<file path="src/common/relay_supervisor_pkg.sv">
// Purpose: Shared constants of the relay driver fault supervisor
// Assumes: 200 MHz system clock, 32-bit APB register bus
// Notes: Timer defaults model the capacitor timers as cycle counts
package relay_supervisor_pkg;
  // ----------------------------------------
  // Register map (byte addresses)
  // ----------------------------------------
  localparam logic [7:0] CTRL_ADDR = 8'h00;
  localparam logic [7:0] POR_CYC_ADDR = 8'h04;
  localparam logic [7:0] WD_UP_CYC_ADDR = 8'h08;
  localparam logic [7:0] WD_DOWN_CYC_ADDR = 8'h0c;
  localparam logic [7:0] STATUS_ADDR = 8'h10;
  // ----------------------------------------
  // Field positions
  // ----------------------------------------
  localparam int CTRL_WD_DISABLE_BIT = 0;
  localparam int ST_SLEEP_BIT = 0;
  localparam int ST_TSD_BIT = 1;
  localparam int ST_UNDERVOLTAGE_LOCKOUT_BIT = 2;
  localparam int ST_POR_BIT = 3;
  localparam int ST_WD_ALARM_BIT = 4;
  localparam int ST_ARMED_BIT = 5;
  localparam int ST_RESET_PIN_BIT = 6;
  localparam int ST_OC_LSB = 8;
  localparam int ST_OUT_PIN_LSB = 12;
  localparam int ST_OUT_ON_LSB = 16;
  localparam int CHANNELS = 3;
  // ----------------------------------------
  // Reset values
  // ----------------------------------------
  localparam logic [31:0] CTRL_RESET = 32'h0000_0000;
  localparam logic [31:0] RDATA_UNMAPPED = 32'h0000_0000;
  // ----------------------------------------
  // Timing: ms per uF scaled by a nominal capacitance in nF
  // ----------------------------------------
  localparam longint CLK_HZ = 200000000;
  localparam longint CAP_NF = 220;
  localparam longint POR_MS_PER_UF = 200;
  localparam longint WD_MS_PER_UF = 200;
  localparam longint WDR_MS_PER_UF = 14;
  localparam longint POR_CYCLES = POR_MS_PER_UF * CAP_NF * (CLK_HZ / 1000) / 1000;
  localparam longint WD_UP_CYCLES = WD_MS_PER_UF * CAP_NF * (CLK_HZ / 1000) / 1000;
  localparam longint WD_DOWN_CYCLES = WDR_MS_PER_UF * CAP_NF * (CLK_HZ / 1000) / 1000;
  // ----------------------------------------
  // Watchdog phases
  // ----------------------------------------
  typedef enum logic {WD_COUNT_UP, WD_COUNT_DOWN} wd_phase_e;
endpackage

</file>
<file path="src/rtl/relay_driver_fault_supervisor.sv">
// Purpose: Fault supervisor and output gating of a three-channel low-side relay driver
// Assumes: All pin inputs synchronous to sys_clk_in; regulator level given as two comparator flags
// Notes: Open-drain pins are split into level, enable and readback; enable high means pin pulled low
// Functional notes
// - Either enable input keeps the device running; both low means sleep.
// - Heartbeat input is edge-sensitive; missing edge before timeout is a watchdog fault.
// - Watchdog count-up ends on any heartbeat edge or on the upper trip count.
// - Count-up length sets heartbeat timeout; count-down length sets reset pulse width.
// - Watchdog fault gives a repeating train of low reset pulses.
// - Other faults hold reset low for as long as they last.
// - After regulator comes up, fault stays until power-on timer trips.
// - Drive requests are active high and read low when left open.
// - Regulator below lockout threshold raises a fault and pulls reset low.
// - Without faults regulator on, reset high, outputs follow requests.
// - Overcurrent latches only its channel off until request goes low then high.
// - Watchdog alarm keeps regulator on, pulses reset, holds all outputs off.
// - Lockout holds reset low, outputs off, and reset low until power-on delay.
// - Thermal shutdown turns regulator off, pulls reset low, outputs off, top priority.
// - Sleep turns supplies off, releases reset, holds all outputs off.
// - After reset releases, outputs stay off until first heartbeat edge.
// - Lockout flag clears only above threshold plus hysteresis, restarting power-on timer.
// - Timeout about 200 ms per uF, reset pulse about 14 ms per uF.
//
// The implementer's own choices: the APB register port and the register addresses.
`timescale 1ns/1ps
module relay_driver_fault_supervisor #(
  parameter logic [31:0] POR_CYCLES_INIT = 32'(relay_supervisor_pkg::POR_CYCLES),
  parameter logic [31:0] WD_UP_CYCLES_INIT = 32'(relay_supervisor_pkg::WD_UP_CYCLES),
  parameter logic [31:0] WD_DOWN_CYCLES_INIT = 32'(relay_supervisor_pkg::WD_DOWN_CYCLES)
) (
  // Clock and reset
  input wire logic sys_clk_in,
  input wire logic reset_in,
  // APB slave
  input wire logic psel_in,
  input wire logic penable_in,
  input wire logic pwrite_in,
  input wire logic [7:0] paddr_in,
  input wire logic [31:0] pwdata_in,
  output logic [31:0] prdata_out,
  output logic pready_out,
  output logic pslverr_out,
  // Enables and monitors
  input wire logic logic_enable_in,
  input wire logic battery_enable_in,
  input wire logic thermal_shutdown_in,
  input wire logic reg_below_undervoltage_lockout_in,
  input wire logic reg_above_undervoltage_lockout_hys_in,
  // Microcontroller side
  input wire logic wdog_kick_input_in,
  input wire logic [relay_supervisor_pkg::CHANNELS-1:0] drive_request_in,
  input wire logic reset_out_n_in,
  output logic reset_out_n_out,
  output logic reset_out_n_oe_out,
  // Supplies
  output logic internal_supply_on_out,
  output logic regulator_on_out,
  // Load side
  input wire logic [relay_supervisor_pkg::CHANNELS-1:0] overcurrent_in,
  input wire logic [relay_supervisor_pkg::CHANNELS-1:0] driver_out_in,
  output logic [relay_supervisor_pkg::CHANNELS-1:0] driver_out_out,
  output logic [relay_supervisor_pkg::CHANNELS-1:0] driver_out_oe_out
);
  import relay_supervisor_pkg::*;

  // ----------------------------------------
  // Register file
  // ----------------------------------------
  logic [31:0] ctrl_q;
  logic [31:0] por_cycles_q;
  logic [31:0] wd_up_cycles_q;
  logic [31:0] wd_down_cycles_q;
  logic [31:0] prdata_q;
  logic pslverr_q;
  logic [31:0] status;
  logic setup_phase;
  logic write_access;

  function automatic logic addr_mapped(input logic [7:0] a);
    if (a == CTRL_ADDR || a == POR_CYC_ADDR || a == WD_UP_CYC_ADDR) begin
      return 1'b1;
    end else if (a == WD_DOWN_CYC_ADDR || a == STATUS_ADDR) begin
      return 1'b1;
    end else begin
      return 1'b0;
    end
  endfunction

  assign setup_phase = psel_in && !penable_in;
  assign write_access = psel_in && penable_in && pwrite_in && addr_mapped(paddr_in);

  // Zero wait states: read data and error are prepared during setup
  assign pready_out = 1'b1;
  assign prdata_out = prdata_q;
  assign pslverr_out = pslverr_q;

  always_ff @(posedge sys_clk_in) begin
    if (reset_in) begin
      ctrl_q <= CTRL_RESET;
      por_cycles_q <= POR_CYCLES_INIT;
      wd_up_cycles_q <= WD_UP_CYCLES_INIT;
      wd_down_cycles_q <= WD_DOWN_CYCLES_INIT;
    end else if (write_access) begin
      if (paddr_in == CTRL_ADDR) begin
        ctrl_q <= {31'h0000_0000, pwdata_in[CTRL_WD_DISABLE_BIT]};
      end else if (paddr_in == POR_CYC_ADDR) begin
        por_cycles_q <= pwdata_in;
      end else if (paddr_in == WD_UP_CYC_ADDR) begin
        wd_up_cycles_q <= pwdata_in;
      end else if (paddr_in == WD_DOWN_CYC_ADDR) begin
        wd_down_cycles_q <= pwdata_in;
      end
    end
  end

  always_ff @(posedge sys_clk_in) begin
    if (reset_in) begin
      prdata_q <= RDATA_UNMAPPED;
      pslverr_q <= 1'b0;
    end else if (setup_phase) begin
      pslverr_q <= !addr_mapped(paddr_in);
      if (pwrite_in) begin
        prdata_q <= RDATA_UNMAPPED;
      end else if (paddr_in == CTRL_ADDR) begin
        prdata_q <= ctrl_q;
      end else if (paddr_in == POR_CYC_ADDR) begin
        prdata_q <= por_cycles_q;
      end else if (paddr_in == WD_UP_CYC_ADDR) begin
        prdata_q <= wd_up_cycles_q;
      end else if (paddr_in == WD_DOWN_CYC_ADDR) begin
        prdata_q <= wd_down_cycles_q;
      end else if (paddr_in == STATUS_ADDR) begin
        prdata_q <= status;
      end else begin
        prdata_q <= RDATA_UNMAPPED;
      end
    end
  end

  // ----------------------------------------
  // Mode decode
  // ----------------------------------------
  logic enabled;
  logic sleep;
  logic undervoltage_lockout_q;
  logic [31:0] por_cnt_q;
  logic por_done;
  logic hard_fault;

  assign enabled = logic_enable_in || battery_enable_in;
  assign sleep = !enabled;

  // Regulator is off in sleep and thermal shutdown, so it counts as low then
  always_ff @(posedge sys_clk_in) begin
    if (reset_in || sleep || thermal_shutdown_in || reg_below_undervoltage_lockout_in) begin
      undervoltage_lockout_q <= 1'b1;
    end else if (reg_above_undervoltage_lockout_hys_in) begin
      undervoltage_lockout_q <= 1'b0;
    end
  end

  // Power-on timer restarts from zero whenever the regulator is not up
  always_ff @(posedge sys_clk_in) begin
    if (reset_in || undervoltage_lockout_q || sleep || thermal_shutdown_in) begin
      por_cnt_q <= 32'h0000_0000;
    end else if (!por_done) begin
      por_cnt_q <= por_cnt_q + 32'h0000_0001;
    end
  end

  assign por_done = por_cnt_q >= por_cycles_q;
  assign hard_fault = thermal_shutdown_in || undervoltage_lockout_q || !por_done;

  // ----------------------------------------
  // Watchdog
  // ----------------------------------------
  wd_phase_e wd_phase_q;
  logic [31:0] wd_cnt_q;
  logic wd_alarm_q;
  logic wd_pulse_q;
  logic kick_prev_q;
  logic kick_edge;
  logic wd_run;

  assign kick_edge = wdog_kick_input_in ^ kick_prev_q;
  // Disable bit stands in for a shorted timer node
  assign wd_run = enabled && !hard_fault && !ctrl_q[CTRL_WD_DISABLE_BIT];

  always_ff @(posedge sys_clk_in) begin
    if (reset_in) begin
      kick_prev_q <= 1'b0;
    end else begin
      kick_prev_q <= wdog_kick_input_in;
    end
  end

  always_ff @(posedge sys_clk_in) begin
    if (reset_in || !wd_run) begin
      wd_phase_q <= WD_COUNT_UP;
      wd_cnt_q <= 32'h0000_0000;
      wd_pulse_q <= 1'b0;
    end else begin
      case (wd_phase_q)
        WD_COUNT_UP: begin
          if (kick_edge) begin
            wd_phase_q <= WD_COUNT_DOWN;
            wd_cnt_q <= 32'h0000_0000;
          end else if (wd_cnt_q + 32'h0000_0001 >= wd_up_cycles_q) begin
            wd_phase_q <= WD_COUNT_DOWN;
            wd_cnt_q <= wd_down_cycles_q;
            wd_pulse_q <= 1'b1;
          end else begin
            wd_cnt_q <= wd_cnt_q + 32'h0000_0001;
          end
        end
        WD_COUNT_DOWN: begin
          if (wd_cnt_q <= 32'h0000_0001) begin
            wd_phase_q <= WD_COUNT_UP;
            wd_cnt_q <= 32'h0000_0000;
            wd_pulse_q <= 1'b0;
          end else begin
            wd_cnt_q <= wd_cnt_q - 32'h0000_0001;
          end
        end
        default: begin
          wd_phase_q <= WD_COUNT_UP;
        end
      endcase
    end
  end

  // Alarm stays up between pulses until the heartbeat returns
  always_ff @(posedge sys_clk_in) begin
    if (reset_in || !wd_run) begin
      wd_alarm_q <= 1'b0;
    end else if (wd_phase_q == WD_COUNT_UP && !kick_edge && wd_cnt_q + 32'h0000_0001 >= wd_up_cycles_q) begin
      wd_alarm_q <= 1'b1;
    end else if (kick_edge && wd_phase_q == WD_COUNT_UP) begin
      wd_alarm_q <= 1'b0;
    end
  end

  // ----------------------------------------
  // Reset pin and output arming
  // ----------------------------------------
  logic reset_low;
  logic armed_q;
  logic reset_oe_q;

  assign reset_low = !sleep && (hard_fault || wd_pulse_q);

  always_ff @(posedge sys_clk_in) begin
    if (reset_in) begin
      reset_oe_q <= 1'b0;
    end else begin
      reset_oe_q <= reset_low;
    end
  end

  // Any reset or sleep disarms; the first heartbeat edge after release arms
  always_ff @(posedge sys_clk_in) begin
    if (reset_in) begin
      armed_q <= 1'b0;
    end else if (reset_low || sleep || wd_alarm_q) begin
      armed_q <= kick_edge && wd_alarm_q && !reset_low && !sleep && wd_phase_q == WD_COUNT_UP;
    end else if (kick_edge) begin
      armed_q <= 1'b1;
    end
  end

  // ----------------------------------------
  // Output channels
  // ----------------------------------------
  logic [CHANNELS-1:0] oc_latch_q;
  logic [CHANNELS-1:0] drive_on_q;
  logic outputs_allowed;

  assign outputs_allowed = armed_q && !sleep && !hard_fault && !wd_alarm_q;

  generate
    for (genvar ch = 0; ch < CHANNELS; ch++) begin : g_chan
      // Set wins over the clear by a low request
      always_ff @(posedge sys_clk_in) begin
        if (reset_in) begin
          oc_latch_q[ch] <= 1'b0;
        end else if (overcurrent_in[ch]) begin
          oc_latch_q[ch] <= 1'b1;
        end else if (!drive_request_in[ch]) begin
          oc_latch_q[ch] <= 1'b0;
        end
      end

      always_ff @(posedge sys_clk_in) begin
        if (reset_in) begin
          drive_on_q[ch] <= 1'b0;
        end else begin
          drive_on_q[ch] <= outputs_allowed && drive_request_in[ch] && !oc_latch_q[ch] && !overcurrent_in[ch];
        end
      end
    end
  endgenerate

  // ----------------------------------------
  // Supplies and pins
  // ----------------------------------------
  logic int_on_q;
  logic reg_on_q;

  always_ff @(posedge sys_clk_in) begin
    if (reset_in) begin
      int_on_q <= 1'b0;
      reg_on_q <= 1'b0;
    end else begin
      int_on_q <= enabled;
      reg_on_q <= enabled && !thermal_shutdown_in;
    end
  end

  assign internal_supply_on_out = int_on_q;
  assign regulator_on_out = reg_on_q;
  assign reset_out_n_out = 1'b0;
  assign reset_out_n_oe_out = reset_oe_q;
  assign driver_out_out = '0;
  assign driver_out_oe_out = drive_on_q;

  always_comb begin
    status = 32'h0000_0000;
    status[ST_SLEEP_BIT] = sleep;
    status[ST_TSD_BIT] = thermal_shutdown_in;
    status[ST_UNDERVOLTAGE_LOCKOUT_BIT] = undervoltage_lockout_q;
    status[ST_POR_BIT] = !por_done;
    status[ST_WD_ALARM_BIT] = wd_alarm_q;
    status[ST_ARMED_BIT] = armed_q;
    status[ST_RESET_PIN_BIT] = reset_out_n_in;
    status[ST_OC_LSB +: CHANNELS] = oc_latch_q;
    status[ST_OUT_PIN_LSB +: CHANNELS] = driver_out_in;
    status[ST_OUT_ON_LSB +: CHANNELS] = drive_on_q;
  end
endmodule

</file>
<file path="config.mk">
export PLATFORM = sky130hd
export DESIGN_NAME = relay_driver_fault_supervisor
export DESIGN_NICKNAME = d
export VERILOG_FILES = /design/src/common/relay_supervisor_pkg.sv /design/src/rtl/relay_driver_fault_supervisor.sv
export SDC_FILE = /design/constraint.sdc
export NUM_CORES = 1
export LEC_CHECK = 0
export BUFFER_PORTS_ARGS = -buffer_cell sky130_fd_sc_hd__buf_2
export CORE_MARGIN = 5
export CORE_UTILIZATION = 50
export CTS_BUF_LIST = sky130_fd_sc_hd__clkbuf_2 sky130_fd_sc_hd__clkbuf_4 sky130_fd_sc_hd__clkbuf_8
export DETAILED_ROUTE_END_ITERATION = 6
export GPL_TIMING_DRIVEN = 0
export PLACE_DENSITY_LB_ADDON = 0.3
export SLEW_MARGIN = 10
export SYNTH_ARGS = -nofsm -noshare
export SYNTH_HDL_FRONTEND = slang
export SYNTH_SLANG_ARGS = --single-unit
export TNS_END_PERCENT = 10
</file>
<file path="constraint.sdc">
create_clock -name sys_clk_in -period 4.09 [get_ports sys_clk_in]
set_input_delay 0.2045 -clock sys_clk_in [delete_from_list [all_inputs] [get_ports sys_clk_in]]
set_output_delay 0.2045 -clock sys_clk_in [all_outputs]
set_load 0.05 [all_outputs]
</file>
==> results of run 1 <==
-- kinds of logic (layout without fill, tap and decap cells) --
group	count (synthesis)	count (layout)	synth area share, %
AO/OA/AOI/OAI	296	296	15.87
XOR/XNOR	84	84	6.506
adder cells (fa/ha/maj)	68	68	7.524
buffers and inverters	169	368	6.262
flip-flops	209	209	37.00
multiplexers	30	30	2.777
other	2	5	0.06641
AND/OR/NAND/NOR	581	581	24.00
-- worst max-delay path by stage --
stage	from	to	depth (start not counted)
floorplan	wd_cnt_q[5]	wd_cnt_q[25]	16
detailed placement	wd_cnt_q[4]	wd_cnt_q[8]	16
global route	wd_cnt_q[3]	wd_cnt_q[3]	16
global placement	wd_cnt_q[4]	wd_cnt_q[8]	16
CTS	wd_cnt_q[3]	wd_cnt_q[3]	16
finish	wd_cnt_q[3]	wd_cnt_q[3]	16
-- through the flow --
step	total power, mW	utilization (%)	setup TNS, ps	cells
6_report	4.301	60.22	0	1926
5_1_grt	4.418	60.22	-55.61	1926
4_1_cts	4.311	59.81	-9.440	1930
3_5_place_dp	2.256	54.26	-16070	1826
3_3_place_gp	2.257	54.26	-14110	1826
2_1_floorplan	2.171	-	0	1442
-- power by group through the flow --
stage                     Clock, mW  Combinational [mW]  Sequential (mW)
after detailed placement          0               0.166             2.09
final                          2.05               0.206             2.05
after global routing           2.16               0.217             2.04
after CTS                      2.07               0.198             2.05
after floorplan                   0              0.0721             2.10
after global placement            0               0.167             2.09
-- sequential cells by signal (all words and copies together), names as in the netlist, 3 cells and up --
signal	count
driver_out_oe_out	3
oc_latch_q	3
por_cycles_q	32
prdata_out	32
por_cnt_q	32
wd_down_cycles_q	32
wd_cnt_q	32
wd_up_cycles_q	32
-- synthesized netlist by cell type, types with 9 or more instances --
library cell and n:
nand4_1 30, or4_1 9, a21o_1 10, clkbuf_1 61, inv_1 78, o21ai_0 51
a21oi_1 126, and3_1 17, a22o_1 16, mux2i_1 28, ha_1 68, o22ai_1 28
a22oi_1 29, or3_1 11, nor3_1 29, nand3_1 31, nand3b_1 23, a221oi_1 9
nor4_1 10, nand2_1 285, nor2_1 100, xnor2_1 59, dfxtp_1 209, buf_2 17
xor2_1 25
-- area by class of cell --
type | count | area [µm²]
multi-input cells | 1064 | 6521
flip-flops and latches | 209 | 4198
repair buffers | 148 | 978.4
plain buffers | 81 | 396.6
inverters | 78 | 292.8
clock buffers | 55 | 700.7
well taps | 285 | 356.6
clock inverters | 6 | 65.06
fillers | 2037 | 8925
-- critical path, stage by stage (launching register included) --
cell	delay, ps
dfxtp_1	360
buf_6	150
and4_4	270
nand4_1	170
or2_4	350
nor2_4	130
nand3_1	130
xnor2_2	170
ha_1	320
nand4_1	190
or4_4	600
a21oi_4	170
a211oi_4	100
buf_4	170
a32oi_1	180
nor3_1	60
or3_1	350
-- per-layer routing --
layer	routed length (µm)	share of wire (%)	global-route usage, %	up-vias
li1	-	-	-	5314
met1	15980	43	38.90	5300
met2	16090	43	43.28	526
met3	3751	10	6.646	81
met4	1309	3.5	10.01	0
met5	0	0	0	-
-- layout by cell type (no fill, tap or decap), drive strengths merged, types with 17 or more instances in the layout --
cell         netlist  routed
nand4             30      30
o22ai             28      28
dlygate4sd3        0      46
buf               30     131
nor2             100     100
dfxtp            209     209
nor3              29      29
ha                68      68
nand3             31      31
and3              17      17
a21oi            126     126
xnor2             59      59
clkbuf            61     107
inv               78      80
o21ai             52      52
nand3b            23      23
a22oi             29      29
nand2            285     285
xor2              25      25
mux2i             28      28
-- repair_timing --
action / 4_1_cts / 5_1_grt
endpoints found under the setup margin: 35 / 35
resized for setup: 6 / 34
pin swaps: 2 / 1
setup buffers: 2 / 1
hold buffers: 46 / 0
hold endpoints to repair: 106 / 0
==> impl_metrics.sql, run 1 <==
INSERT INTO impl_metrics (metric_group, metric, value, unit) VALUES
('hold_path', 'min_delay_worst_endpoint', 'prdata_out[14]', ''),
('placed_design', 'placement.io_buffers', '99', ''),
('grt', 'globalRouteOverflowTotal', '0', ''),
('grt', 'grt_first_pass_wirelength', '57.91', 'mm'),
('hold_path', 'hold-path-cell-count', '3', ''),
('setup_path', 'worst_endpoint_required_time', '4510', 'ps'),
('setup_path', 'critical_path_class', 'reg2reg', ''),
('setup_path', 'ff2ff_path_depth', '16', ''),
('hold_path', 'worstHoldStart', 'driver_out_in[2]', ''),
('clock_tree', 'cts-buffers-inserted', '37', ''),
('die', 'floorplan.core_area', '22430', 'µm²'),
('clock_tree', 'clock_sinks', '209', ''),
('grt', 'maximum_number_of_pins_on_one_net_before_global_route_repair', '11', ''),
('sta', 'clock-skew-final', '13.64', 'ps'),
('die', 'io_pins', '105', ''),
('setup_path', 'rr_startpoint', 'wd_cnt_q[3]', ''),
('placed_design', 'gp_congestion', '0.9705', ''),
('placed_design', 'place.detailed.hpwl', '28.47', 'mm'),
('die', 'dieArea', '25730', 'µm²'),
('synth', 'synth_top_area_share', '37.00', '%'),
('route', 'route.vias.total', '11220', ''),
('die', 'starting_density_of_the_core', '50.41', '%'),
('power_and_ir_drop', 'worst_ir_drop_vdd', '0.2387', 'mV'),
('die', 'dieWidth', '160.4', 'µm'),
('sta', 'setup_viol', '0', ''),
('synth', 'yosysWarningCount', '0', ''),
('power_and_ir_drop', 'power.density', '318.3', 'nW/µm²'),
('synth', 'synth_cell_type_count', '65', ''),
('die', 'die_y', '160.4', 'µm'),
('finish', 'fin_nets', '1748', ''),
('hold_path', 'hp-class', 'in2reg', ''),
('route', 'totalWireLength', '37.13', 'mm'),
('outcome', 'status', 'completed', ''),
('clock_tree', 'htreeDepth', '2', ''),
('setup_path', 'setup.worst_path.end_class', 'register', ''),
('synth', 'postSynth.topFlopCell', 'dfxtp_1', ''),
('grt', 'first_global_vias', '10660', ''),
('synth', 'synth.cell_area', '11310', 'µm²'),
('clock_tree', 'cts_root_buf', 'clkbuf_8', ''),
('synth', 'post_synth_inst_count', '1439', ''),
('power_and_ir_drop', 'clk_pwr_share', '47.7', '%'),
('power_and_ir_drop', 'power.sequential.fraction', '47.6', '%'),
('sta', 'worst_slew_pin_slew', '884.6', 'ps'),
('clock_tree', 'cts_tree', 'yes', ''),
('finish', 'flow.area_growth_from_synthesis', '19.46', '%'),
('route', 'detailedRoute.firstPassIterationCount', '5', ''),
('setup_path', 'worst-endpoint-arrival', '4410', 'ps'),
('sta', 'achievable-frequency', '250.9', 'MHz'),
('sta', 'worst_slew_margin_rel', '41.02', '%'),
('power_and_ir_drop', 'power.switching_fraction', '23.84', '%'),
('finish', 'post-route-cell-area', '13510', 'µm²'),
('sta', 'final.period_utilization', '97.43', '%'),
('finish', 'antennaDiodeCount', '0', ''),
('clock_tree', 'clock_tree.buffer_depth', '3', ''),
('route', 'vias_per_cell', '5.826', ''),
('sta', 'slew_viol_final', '0', ''),
('synth', 'synth-seq-cells', '209', ''),
('power_and_ir_drop', 'power.leakage', '5.635', 'nW'),
('route', 'drt-wirelength-per-cell', '19.28', 'µm'),
('clock_tree', 'clk-insertion-delay-late', '540', 'ps'),
('finish', 'post_route_cells_drive_above_1_share', '14.20', '%'),
('setup_path', 'reg2reg_slack', '110', 'ps'),
('setup_path', 'timing.rr.end', 'wd_cnt_q[3]', ''),
('synth', 'synth_edf_count', '0', ''),
('sta', 'final_critical_path_setup_slack', '105.1', 'ps'),
('setup_path', 'cp-start-kind', 'register', ''),
('grt', 'grt.total_usage', '28.20', '%'),
('synth', 'ys_async_sr_fraction', '0', '%'),
('synth', 'ys_seq_area_share', '37.00', '%'),
('synth', 'synth_top_area_cell', 'dfxtp_1', ''),
('clock_tree', 'clk_pin_slew', '70', 'ps');
Note: power is estimated with default switching activity, not from simulation.
==> inputs of run 2 (changes only) <==
--- a/config.mk
+++ b/config.mk
@@ -5,6 +5,8 @@
 export SDC_FILE = /design/constraint.sdc
 export NUM_CORES = 1
 export LEC_CHECK = 0
+export ABC_AREA = 1
+export ABC_CLOCK_PERIOD_IN_PS = 4090
 export BUFFER_PORTS_ARGS = -buffer_cell sky130_fd_sc_hd__buf_2
 export CORE_MARGIN = 5
 export CORE_UTILIZATION = 50
==> impl_metrics.sql, run 2 <==
INSERT INTO impl_metrics (metric_group, metric, value, unit) VALUES
('outcome', 'status', 'completed', ''),
('hold_path', 'hp-class', 'in2reg', ''),
('power_and_ir_drop', 'cellInternalPower', '3.561', 'mW'),
('finish', 'post-route-cell-area', '15190', 'µm²'),
('setup_path', 'setup.worst_path.end_class', 'register', ''),
('grt', 'first_global_vias', '13050', ''),
('synth', 'synth_edf_count', '0', ''),
('synth', 'postSynth.topFlopCell', 'dfxtp_1', ''),
('sta', 'finalCriticalPeriod', '3747', 'ps'),
('die', 'dieWidth', '170.9', 'µm'),
('finish', 'layout.cells.most_common', 'nand2_1', ''),
('route', 'final_routed_drc_violation_total', '0', ''),
('power_and_ir_drop', 'power.switching_fraction', '23.58', '%'),
('flow_run', 'maxCapViolations', '0', ''),
('sta', 'setup_viol', '0', ''),
('setup_path', 'cp-start-kind', 'register', ''),
('power_and_ir_drop', 'power.density', '306.6', 'nW/µm²'),
('synth', 'synth_top_area_share', '32.34', '%'),
('setup_path', 'worstPathCellList', 'ha_2 > nand2_1 > nor2_2 > inv_1 > nor2_1 > nand3_1 > nand2_1 > inv_1 > ha_1 > nand2_1 > nor3_2 > and2b_1 > nand2_1 > nand3_2 > buf_2 > nand2_1 > nand3_1 > a21oi_1', ''),
('setup_path', 'timing.critical_path.slowest_cell_delay', '450', 'ps'),
('placed_design', 'place.detailed.hpwl', '35.90', 'mm'),
('setup_path', 'cp_slowest_cell', 'dfxtp_2', ''),
('clock_tree', 'clk-insertion-delay-late', '550', 'ps'),
('sta', 'grt_setup_unrepaired', 'false', ''),
('finish', 'antennaDiodeCount', '0', ''),
('placed_design', 'gp_congestion', '0.9844', ''),
('die', 'io_pins', '105', ''),
('synth', 'synth.cells.most_frequent', '439 x nand2_1, 235 x inv_1, 233 x a21oi_1', ''),
('power_and_ir_drop', 'power.leakage', '6.782', 'nW'),
('route', 'drt-wirelength-per-cell', '18.52', 'µm'),
('sta', 'final_critical_path_setup_slack', '343.3', 'ps'),
('route', 'route.antenna.remaining_nets', '0', ''),
('grt', 'grt.total_usage', '30.60', '%'),
('placed_design', 'number_of_cells_after_detailed_placement', '2350', ''),
('finish', 'post_route_cells_drive_above_1_share', '13.94', '%'),
('synth', 'synth.cell_area', '12940', 'µm²'),
('sta', 'clock-skew-final', '24.02', 'ps'),
('die', 'die_y', '170.9', 'µm'),
('route', 'route.vias.total', '13590', ''),
('sta', 'worst_slew_pin_slew', '786.5', 'ps'),
('setup_path', 'worst-endpoint-arrival', '4170', 'ps'),
('clock_tree', 'cts_root_buf', 'clkbuf_8', ''),
('sta', 'final.period_utilization', '91.61', '%'),
('sta', 'fin_setup_tns', '0', 'ps'),
('setup_path', 'path_delay_family', 'simple AND/OR/NAND/NOR gates', ''),
('sta', 'slew_viol_final', '0', ''),
('synth', 'largest_cells_by_area_after_synthesis', 'dfxtp_1 32%, nand2_1 13%, a21oi_1 9.0%, inv_1 6.8%, ha_1 6.6%', ''),
('synth', 'synth-seq-cells', '209', ''),
('sta', 'worst_slew_margin_rel', '47.57', '%'),
('finish', 'layout.core_utilization', '59.99', '%'),
('placed_design', 'dpl_worst_slack', '157.0', 'ps'),
('power_and_ir_drop', 'comb_power_share', '4.8', '%'),
('power_and_ir_drop', 'worst_ir_drop_vdd', '0.2427', 'mV'),
('route', 'detail_route.iter0.violations', '1230', ''),
('sta', 'final.hold.worst_slack', '28.68', 'ps'),
('synth', 'ys_seq_area_share', '32.34', '%'),
('setup_path', 'crit_top_cell', 'nand2_1', ''),
('sta', 'finalHoldViolCount', '0', ''),
('finish', 'flow.area_growth_from_synthesis', '17.46', '%'),
('synth', 'synth_top_area_cell', 'dfxtp_1', ''),
('clock_tree', 'cts_tree', 'yes', ''),
('clock_tree', 'htreeDepth', '2', ''),
('grt', 'grt_first_pass_wirelength', '70.41', 'mm'),
('placed_design', 'placement.io_buffers', '99', ''),
('clock_tree', 'cts-buffers-inserted', '39', ''),
('grt', 'maximum_number_of_pins_on_one_net_before_global_route_repair', '11', ''),
('finish', 'layout_common_cells', '439 x nand2_1, 235 x inv_1, 233 x a21oi_1', ''),
('die', 'fp-row-count', '58', ''),
('synth', 'avgSynthCellArea', '6.745', 'µm²'),
('power_and_ir_drop', 'power.total', '4.659', 'mW'),
('finish', 'fin_nets', '2231', ''),
('setup_path', 'worst_endpoint_required_time', '4510', 'ps'),
('route', 'detailedRoute.firstPassIterationCount', '6', ''),
('route', 'vias_per_cell', '5.521', ''),
('setup_path', 'worstPathBufferInverterCount', '3', ''),
('power_and_ir_drop', 'power.switching', '1.098', 'mW'),
('synth', 'synth.most_common_cell', 'nand2_1', ''),
('clock_tree', 'clock_tree.buffer_depth', '3', ''),
('clock_tree', 'clk_pin_slew', '60', 'ps'),
('placed_design', 'place_area', '13860', 'µm²'),
('grt', 'grt_antenna_before_repair', '1', ''),
('route', 'totalWireLength', '45.58', 'mm'),
('die', 'starting_density_of_the_core', '51.08', '%'),
('grt', 'globalRouteOverflowTotal', '0', ''),
('finish', 'stdcell_count', '2461', ''),
('synth', 'synth_cell_type_count', '50', ''),
('setup_path', 'cp_max_fo', '10', ''),
('sta', 'achievable-frequency', '266.9', 'MHz'),
('synth', 'post_synth_inst_count', '1918', ''),
('synth', 'ys_async_sr_fraction', '0', '%'),
('clock_tree', 'clock_sinks', '209', ''),
('setup_path', 'critical_path_class', 'reg2reg', ''),
('die', 'dieArea', '29190', 'µm²'),
('synth', 'yosysWarningCount', '0', ''),
('power_and_ir_drop', 'clk_pwr_share', '51.3', '%'),
('power_and_ir_drop', 'power.sequential.fraction', '43.9', '%'),
('die', 'floorplan.core_area', '25330', 'µm²');
run 2: cell types whose count changed after synthesis, sizes merged, moves of 23 or more:
cell | previous run | this run
nor2 | 100 | 176
nand2 | 285 | 450
a21oi | 126 | 250
inv | 78 | 252
nand3b | 23 | 0
nand3 | 31 | 112
o21ai | 52 | 107
o22ai | 28 | 0
a22oi | 29 | 0
xnor2 | 59 | 10
o211ai | 1 | 34
mux2i | 28 | 0
run 2: logic make-up (layout without fill, tap and decap cells):
logic type	after synthesis	count (layout)	synth area share, %
adder cells (fa/ha/maj)	68	68	6.577
other	2	5	0.05805
flip-flops	209	209	32.34
AO/OA/AOI/OAI	419	419	18.20
buffers and inverters	342	552	11.03
AND/OR/NAND/NOR	836	836	28.95
XOR/XNOR	42	42	2.844
run 2: power by group through the flow:
stage	clock [mW]	combinational (mW)	sequential, mW
2_1_floorplan	0	0.0885	2.10
3_3_place_gp	0	0.183	2.09
3_5_place_dp	0	0.183	2.09
4_1_cts	2.41	0.215	2.05
5_1_grt	2.52	0.237	2.04
6_report	2.39	0.224	2.05
run 2: layout make-up:
cell class | instances | area, µm²
buffer | 90 | 478.0
clock buffer | 58 | 754.5
clock inverter | 12 | 170.2
fill | 2394 | 10130
inverter | 252 | 948.4
multi-input combinational | 1370 | 7340
sequential | 209 | 4185
tap | 330 | 412.9
timing repair buffer | 140 | 905.9
run 2: timing repair:
item                       in CTS  in global routing
hold buffers                   41                  0
buffers inserted                0                  0
hold endpoints to repair       60                  0
resized for setup               0                  2
setup endpoints to repair       0                 29
run 2: layer usage:
layer | part of all wire, % | global-route usage [%] | vias to the layer above
met3 | 6.4 | 4.159 | 155
met1 | 40 | 37.48 | 6211
met4 | 6.0 | 15.36 | 2
li1 | - | - | 6679
met2 | 47 | 52.77 | 540
met5 | 0.029 | 0 | -
run 2: final timing paths:
kind / from / endpoint / slack [ps] / depth (start not counted)
max reg2reg: wd_cnt_q[0] / wd_cnt_q[26] / 340 / 18
min: pwdata_in[11] / wd_up_cycles_q[11] / 30 / 3
max: wd_cnt_q[0] / wd_cnt_q[26] / 340 / 18
min reg2reg: prdata_out[22] / prdata_out[22] / 460 / 2
run 2: worst min-delay path: stages:
cell	delay (ps)
buf_2	140
o21ai_0	90
a21oi_1	100
